--- src/leac_pkg.sv ---
// Shared constants and types for the logic element arithmetic chain.
// Assumes one clock domain; every file refers to items as leac_pkg::name.
package leac_pkg;

  // ****************************************************************
  // Geometry of one logic array block
  // ****************************************************************
  localparam int LEAC_ELEMENTS = 10;  // Logic elements per block
  localparam int LEAC_DATA_W = 4;  // Local data inputs per element
  localparam int LEAC_MASK_W = 16;  // Lookup table contents per element
  localparam int LEAC_MID_ELEMENT = 4;  // Index of the fifth element, mid-block carry point
  localparam int LEAC_LAST_ELEMENT = 9;  // Index of the tenth element, block carry out

  // ****************************************************************
  // Data input positions inside an element
  // ****************************************************************
  localparam int LEAC_IN_A = 0;  // Operand A, or lookup table chain input
  localparam int LEAC_IN_B = 1;  // Operand B
  localparam int LEAC_IN_C = 2;
  localparam int LEAC_IN_D = 3;  // Replaced by the flop output when packed

  // ****************************************************************
  // Values after reset
  // ****************************************************************
  localparam logic LEAC_FLOP_RST = 1'h0;
  localparam logic [LEAC_ELEMENTS-1:0] LEAC_RESULT_RST = 10'h000;

  // ****************************************************************
  // Operating modes
  // ****************************************************************
  typedef enum logic [0:0] {
    LEAC_MODE_NORMAL = 1'b0,
    LEAC_MODE_ARITH = 1'b1
  } leac_mode_e;

endpackage : leac_pkg

--- src/leac_element.sv ---
// One logic element: lookup table, dual-carry arithmetic stage and flop.
// Assumes the block above supplies the shared clock, clear and enable.
`timescale 1ns/100ps

module leac_element (
  input wire logic clock_in,
  input wire logic resetn_in,
  input wire logic clk_en_in,
  input wire leac_pkg::leac_mode_e mode_in,
  input wire logic sub_in,
  input wire logic [leac_pkg::LEAC_MASK_W-1:0] lut_mask_in,
  input wire logic [leac_pkg::LEAC_DATA_W-1:0] data_in,
  input wire logic lut_chain_in,
  input wire logic lut_chain_sel_in,
  input wire logic pack_en_in,
  input wire logic reg_chain_in,
  input wire logic reg_chain_sel_in,
  input wire logic chain_start_in,
  input wire logic carry_in_zero_path_in,
  input wire logic carry_in_one_path_in,
  input wire logic block_carry_in,
  output logic comb_out,
  output logic reg_out,
  output logic carry_out_zero_path_out,
  output logic carry_out_one_path_out
);

  logic flop_q;
  logic op_a;
  logic op_b;
  logic cin_zero;
  logic cin_one;
  logic sum_zero;
  logic sum_one;
  logic [3:0] lut_idx;

  // ****************************************************************
  // Input steering
  // ****************************************************************
  // Operand A comes from the previous element's table when cascading
  assign op_a = lut_chain_sel_in ? lut_chain_in : data_in[leac_pkg::LEAC_IN_A];
  // Packed flop feeds its own table through the D input
  assign lut_idx = {(pack_en_in ? flop_q : data_in[leac_pkg::LEAC_IN_D]),
                    data_in[leac_pkg::LEAC_IN_C], data_in[leac_pkg::LEAC_IN_B], op_a};
  // Subtraction inverts every B bit
  assign op_b = data_in[leac_pkg::LEAC_IN_B] ^ sub_in;
  // Only a chain start takes its carry from the add/subtract control
  assign cin_zero = chain_start_in ? sub_in : carry_in_zero_path_in;
  assign cin_one = chain_start_in ? sub_in : carry_in_one_path_in;

  // ****************************************************************
  // Both carry outcomes in parallel
  // ****************************************************************
  assign sum_zero = op_a ^ op_b ^ cin_zero;
  assign sum_one = op_a ^ op_b ^ cin_one;

  // Mode decides table or selected sum, and whether carries run
  always_comb begin
    unique case (mode_in)
      leac_pkg::LEAC_MODE_ARITH: begin
        comb_out = block_carry_in ? sum_one : sum_zero;
        carry_out_zero_path_out = (op_a & op_b) | (cin_zero & (op_a ^ op_b));
        carry_out_one_path_out = (op_a & op_b) | (cin_one & (op_a ^ op_b));
      end
      leac_pkg::LEAC_MODE_NORMAL: begin
        comb_out = lut_mask_in[lut_idx];
        carry_out_zero_path_out = 1'b0;
        carry_out_one_path_out = 1'b0;
      end
    endcase
  end

  // ****************************************************************
  // Storage flop, from table result or register chain
  // ****************************************************************
  always_ff @(posedge clock_in or negedge resetn_in) begin
    if (!resetn_in) begin
      flop_q <= leac_pkg::LEAC_FLOP_RST;
    end else if (clk_en_in) begin
      flop_q <= reg_chain_sel_in ? reg_chain_in : comb_out;
    end
  end

  assign reg_out = flop_q;
endmodule : leac_element

--- src/leac_block.sv ---
// Logic array block of ten elements with carry-select and chain paths.
// Assumes all inputs come from logic on clock_in; none are synchronised.
`timescale 1ns/100ps

module leac_block (
  input wire logic clock_in,
  input wire logic resetn_in,
  input wire logic clk_en_in,
  input wire leac_pkg::leac_mode_e mode_in,
  input wire logic add_subtract_select_in,
  input wire logic [leac_pkg::LEAC_ELEMENTS*leac_pkg::LEAC_MASK_W-1:0] lut_mask_in,
  input wire logic [leac_pkg::LEAC_ELEMENTS*leac_pkg::LEAC_DATA_W-1:0] data_in,
  input wire logic [leac_pkg::LEAC_ELEMENTS-1:0] lut_chain_sel_in,
  input wire logic [leac_pkg::LEAC_ELEMENTS-1:0] pack_en_in,
  input wire logic [leac_pkg::LEAC_ELEMENTS-1:0] reg_chain_sel_in,
  input wire logic [leac_pkg::LEAC_ELEMENTS-1:0] chain_start_in,
  input wire logic lut_chain_in,
  input wire logic reg_chain_in,
  input wire logic block_carry_in,
  output logic [leac_pkg::LEAC_ELEMENTS-1:0] result_comb_out,
  output logic [leac_pkg::LEAC_ELEMENTS-1:0] result_reg_out,
  output logic lut_chain_out,
  output logic reg_chain_out,
  output logic block_carry_out
);

  localparam int NE = leac_pkg::LEAC_ELEMENTS;
  localparam int DW = leac_pkg::LEAC_DATA_W;
  localparam int MW = leac_pkg::LEAC_MASK_W;
  localparam int MID = leac_pkg::LEAC_MID_ELEMENT;
  localparam int LAST = leac_pkg::LEAC_LAST_ELEMENT;

  logic [NE-1:0] lut_res;
  logic [NE-1:0] flop_res;
  logic [NE-1:0] cz_out;
  logic [NE-1:0] c1_out;
  logic [NE-1:0] cz_in;
  logic [NE-1:0] c1_in;
  logic [NE-1:0] lut_cas_in;
  logic [NE-1:0] reg_cas_in;
  logic [NE-1:0] blk_cin;
  logic mid_carry;
  logic end_carry;
  logic [NE-1:0] result_comb_q;
  logic lut_chain_q;
  logic block_carry_q;

  // ****************************************************************
  // Block carry generation at the fifth and tenth elements
  // ****************************************************************
  assign mid_carry = block_carry_in ? c1_out[MID] : cz_out[MID];
  assign end_carry = mid_carry ? c1_out[LAST] : cz_out[LAST];

  // ****************************************************************
  // Ten elements, each with its five chain inputs wired to neighbours
  // ****************************************************************
  generate
    for (genvar i = 0; i < NE; i++) begin : g_elem
      if (i == 0) begin : g_first
        // First element: carry paths start at 0 and 1 under block carry
        assign cz_in[i] = 1'b0;
        assign c1_in[i] = 1'b1;
        assign lut_cas_in[i] = lut_chain_in;
        assign reg_cas_in[i] = reg_chain_in;
        assign blk_cin[i] = block_carry_in;
      end else begin : g_next
        // Carry paths restart at 0 and 1 in the element after the mid element
        assign cz_in[i] = (i == MID + 1) ? 1'b0 : cz_out[i-1];
        assign c1_in[i] = (i == MID + 1) ? 1'b1 : c1_out[i-1];
        assign lut_cas_in[i] = lut_res[i-1];
        assign reg_cas_in[i] = flop_res[i-1];
        assign blk_cin[i] = (i > MID) ? mid_carry : block_carry_in;
      end

      leac_element u_elem (
        .clock_in(clock_in),
        .resetn_in(resetn_in),
        .clk_en_in(clk_en_in),
        .mode_in(mode_in),
        .sub_in(add_subtract_select_in),
        .lut_mask_in(lut_mask_in[i*MW +: MW]),
        .data_in(data_in[i*DW +: DW]),
        .lut_chain_in(lut_cas_in[i]),
        .lut_chain_sel_in(lut_chain_sel_in[i]),
        .pack_en_in(pack_en_in[i]),
        .reg_chain_in(reg_cas_in[i]),
        .reg_chain_sel_in(reg_chain_sel_in[i]),
        .chain_start_in(chain_start_in[i]),
        .carry_in_zero_path_in(cz_in[i]),
        .carry_in_one_path_in(c1_in[i]),
        .block_carry_in(blk_cin[i]),
        .comb_out(lut_res[i]),
        .reg_out(flop_res[i]),
        .carry_out_zero_path_out(cz_out[i]),
        .carry_out_one_path_out(c1_out[i])
      );
    end
  endgenerate

  // ****************************************************************
  // Output stage
  // ****************************************************************
  // Combinational copy of each table, captured once for the outputs
  always_ff @(posedge clock_in or negedge resetn_in) begin
    if (!resetn_in) begin
      result_comb_q <= leac_pkg::LEAC_RESULT_RST;
    end else if (clk_en_in) begin
      result_comb_q <= lut_res;
    end
  end

  // Cascade and carry handed to the next block
  always_ff @(posedge clock_in or negedge resetn_in) begin
    if (!resetn_in) begin
      lut_chain_q <= leac_pkg::LEAC_FLOP_RST;
      block_carry_q <= leac_pkg::LEAC_FLOP_RST;
    end else if (clk_en_in) begin
      lut_chain_q <= lut_res[LAST];
      block_carry_q <= (mode_in == leac_pkg::LEAC_MODE_ARITH) ? end_carry : 1'b0;
    end
  end

  assign result_comb_out = result_comb_q;
  assign result_reg_out = flop_res;
  assign lut_chain_out = lut_chain_q;
  assign reg_chain_out = flop_res[LAST];
  assign block_carry_out = block_carry_q;

  // ****************************************************************
  // Checks
  // ****************************************************************
  logic arith;
  assign arith = (mode_in == leac_pkg::LEAC_MODE_ARITH);
endmodule : leac_block

--- config.mk ---
export PLATFORM = sky130hd
export DESIGN_NAME = leac_block
export DESIGN_NICKNAME = d
export VERILOG_FILES = /design/src/leac_pkg.sv /design/src/leac_element.sv /design/src/leac_block.sv
export SDC_FILE = /design/constraint.sdc
export NUM_CORES = 1
export LEC_CHECK = 0
export BUFFER_PORTS_ARGS = -buffer_cell sky130_fd_sc_hd__buf_2
export CAP_MARGIN = 20
export CORE_UTILIZATION = 23
export CTS_CLUSTER_DIAMETER = 120
export DETAILED_ROUTE_END_ITERATION = 6
export HOLD_SLACK_MARGIN = 0.02
export SLEW_MARGIN = 10
export SYNTH_ARGS = -nofsm -noshare
export SYNTH_HDL_FRONTEND = slang
export SYNTH_SLANG_ARGS = --single-unit
--- constraint.sdc ---
create_clock -name clock_in -period 17.83 [get_ports clock_in]
set_input_delay 3.566 -clock clock_in [delete_from_list [all_inputs] [get_ports clock_in]]
set_output_delay 3.566 -clock clock_in [all_outputs]
set_load 0.01 [all_outputs]
==> results.sh <==
export IMPL_syn_avg_cell_area_um2=7.677
export IMPL_yosys_area_top_type_share_pct=14.53
export IMPL_arrival_ns=16.02
export IMPL_net_count_of_the_finished_layout=1120
export IMPL_final_area_mm2=0.006389
export IMPL_slew_worst_pin_ns=0.7346
export IMPL_pnr_worst_setup_slack_ns=1.895
export IMPL_cts_hold_fix_buffers=0
export IMPL_drt_antenna_violating_nets=0
export IMPL_port_buffers=270
export IMPL_die_height_um=146.8
export IMPL_clockBufferDepth=2
export IMPL_clock_tree_root_cell="clkbuf_16"
export IMPL_synth_cell_area_mm2=0.004821
export IMPL_yosys_warnings=0
export IMPL_fraction_of_the_cycle_the_final_worst_path_needs_pct=89.37
export IMPL_synth_async_reset_ratio_pct=100.0
export IMPL_worst_setup_path_startpoint="add_subtract_select_in"
export IMPL_synthMostInstantiatedCell="mux2i_1"
export IMPL_global_route_usage_total_pct=15.59
export IMPL_htree_num_levels=1
export IMPL_worst_path_dominant_cell_family="compound AO/OA/AOI/OAI gates"
export IMPL_syn_nets=886
export IMPL_r2r_slack_ns=5.49
export IMPL_critical_path_max_stage_delay_ns=0.58
export IMPL_cp_depth=49
export IMPL_timing_critical_path_buf_inv=1
export IMPL_synth_main_ff_cell="dfrtp_1"
export IMPL_power_leakage_uw=0.002970
export IMPL_critical_path_max_fanout=20
export IMPL_design_power_total_uw=359.8
export IMPL_place_gp_congestion=0.8775
export IMPL_period_minus_slack_ns=15.93
export IMPL_sequential_element_share_of_the_synthesized_area_pct=10.90
export IMPL_synth_area_leaders="mux2i_1 (15%), dfrtp_1 (11%), nor2_1 (4.8%)"
export IMPL_clk_insertion_delay_late_ns=0.25
export IMPL_die_w_um=146.8
export IMPL_critPathKind="input pin to flop"
export IMPL_run_status="complete, no violations"
export IMPL_whs_ns=0.5095
export IMPL_post_cts_resize_count=0
export IMPL_synthesized_instance_count=628
export IMPL_cellPowerDensity_mw_per_mm2=56.33
export IMPL_maximum_number_of_pins_on_one_net_before_global_route_repair=35
export IMPL_drt_first_pass_iters=6
export IMPL_cts_inserted_buffers=3
export IMPL_routed_via_density=5.125
export IMPL_path_type_of_the_worst_min_delay_path="flop to flop"
export IMPL_synth_enable_flop_cells=0
export IMPL_start_util_pct=23.67
export IMPL_synthTopCellsByCount="mux2i_1 (70), nor2_1 (62), nand2_1 (59)"
export IMPL_synth_largest_area_cell="mux2i_1"
export IMPL_drc=0
export IMPL_fmax_mhz=62.76
export IMPL_max_cap_viol_count=0
export IMPL_vias=5796
export IMPL_num_antenna_cells=0
export IMPL_grt_antenna_before_repair=1
export IMPL_clk_transition_reported_paths_ns=0.06
export IMPL_rr_worst_depth=47
export IMPL_nFillCells=2204
export IMPL_postSynthRegisterBits=21
export IMPL_wire_length_of_the_first_global_routing_pass_mm=27.72
export IMPL_placed_area_mm2=0.006309
export IMPL_vdd_ir_drop_worst_uv=36.89
export IMPL_grt_pass1_vias=5494
export IMPL_cell_mode_on_critical_path="nand2_1"
export IMPL_worst_clock_skew_ns=0.003078
export IMPL_io_pins=271
export IMPL_critPathRequiredTime_ns=17.92
export IMPL_drtIter0Drc=251
export IMPL_dp_hpwl_mm=14.27
export IMPL_grt_overflow_total=0
export IMPL_grt_setup_unrepaired="false"
export IMPL_final_max_slew_violation_count=0
export IMPL_setup_worst_path_start_class="input pin"
export IMPL_fp_dieArea_mm2=0.02154
export IMPL_postCtsSetupBuffers=0
export IMPL_endpoint="g_elem[9].u_elem.reg_out"
export IMPL_wl_mm=17.36
export IMPL_num_rows=52
export IMPL_worst_r2r_endpoint="g_elem[9].u_elem.reg_out"
export IMPL_core_area_mm2=0.02036
export IMPL_tritoncts="built"
export IMPL_area_growth_pct=32.52
export IMPL_wl_per_cell_um=15.35
export IMPL_timing_max_slew_rel_slack_pct=50.72
export IMPL_detailedPlace_worstSlack_ns=1.669
export IMPL_worstReg2RegStart="g_elem[0].u_elem.reg_out"
export IMPL_timing_setup_tns_ns=0
export IMPL_finalHoldViolCount=0
export IMPL_drive_above_1_share_pct=38.79
export IMPL_worstSetupEndpointType="flop"
export IMPL_synth_distinct_cells=87
export IMPL_slowest_stage="fa_1"
export IMPL_setup_violations_final=0
export IMPL_numClockSinks=21
==> cell families (layout without fill, tap and decap cells) <==
logic type,count (synthesis),count (layout),share of synthesized area (%)
and+or+nand+nor,222,222,22.50
AOI/OAI and AO/OA,192,192,29.93
muxes,103,103,24.71
buffers and inverters,63,296,5.969
DFF,21,21,10.90
xor gates and xnor gates,17,17,3.088
adders and majority gates,10,10,2.907
==> worst register-to-register path, delay by kind of cell, from the launching register on <==
family          cells  cell delay (ns)
flops               1             0.42
compound gates     20             5.02
buf+inv             1             0.13
mux                 4             1.55
xor+xnor            3             0.47
fa+ha+maj           5             1.83
simple gates       14             2.72
==> cell usage in the layout, fill, tap and decap left out, types with 4 or more instances in the layout <==
| cell | count |
|---|---|
| a221oi_1 | 5 |
| nand3_1 | 26 |
| nor2b_1 | 15 |
| nor3_1 | 11 |
| nor2_1 | 62 |
| o31ai_1 | 8 |
| o221ai_1 | 4 |
| ha_1 | 8 |
| a21oi_1 | 42 |
| and3_1 | 4 |
| a22oi_1 | 5 |
| xnor2_1 | 5 |
| mux4_2 | 10 |
| a31oi_1 | 17 |
| nand2_1 | 59 |
| buf_2 | 270 |
| o211ai_1 | 7 |
| a211oi_1 | 10 |
| o21ai_0 | 31 |
| and2_1 | 9 |
| inv_1 | 20 |
| or3_1 | 6 |
| mux2_2 | 20 |
| o31a_1 | 4 |
| nand2b_1 | 7 |
| dfrtp_1 | 21 |
| mux2i_1 | 70 |
| o22ai_1 | 6 |
| xor2_1 | 12 |
==> worst min path at each step <==
stage	to	start	cells past startpoint	slack, ns
floorplan	g_elem[1].u_elem.reg_out	g_elem[1].u_elem.reg_out	1	0.53
global placement	result_comb_out[4]	result_comb_out[4]	1	0.49
detailed placement	result_comb_out[4]	result_comb_out[4]	1	0.50
CTS	result_comb_out[4]	result_comb_out[4]	1	0.51
global route	result_comb_out[0]	result_comb_out[0]	2	0.54
finish	result_comb_out[4]	result_comb_out[4]	1	0.51
==> metrics by stage <==
step | util (%) | instances
CTS | 31.37 | 1131
finish | 31.37 | 1131
detailed placement | 30.98 | 1127
global route | 31.37 | 1131
global placement | 30.98 | 1127
floorplan | - | 628
==> power breakdown <==
group          total (uW)  leakage, uW  internal (uW)  switching, uW
logic                 238      0.00268            107            131
clock network        49.0    0.0000409           30.2           18.8
registers            72.5     0.000245           59.9           12.7
total                 360      0.00297            197            163
==> cell type report <==
type	instances	area [um2]	share of cell area, %
flip-flops and latches	21	525.5	8.226
clock buffers	3	75.07	1.175
well taps	270	337.8	5.288
clock inverters	1	5.005	0.07834
inverters	21	78.83	1.234
multi-input cells	544	4008	62.73
repair buffers	271	1359	21.27
==> state kept, by name, summed over array words and instances (netlist names) <==
| register | flops |
|---|---|
| g_elem.u_elem.reg_out | 10 |
| result_comb_out | 10 |
| block_carry_out | 1 |
==> metal layers <==
layer	global-route usage (%)	share of wire, %
met5	0	0.063
met2	27.68	49
met4	2.396	1.3
met1	19.94	43
met3	2.671	6.5
No activity file was read; power rests on OpenSTA's default activity.
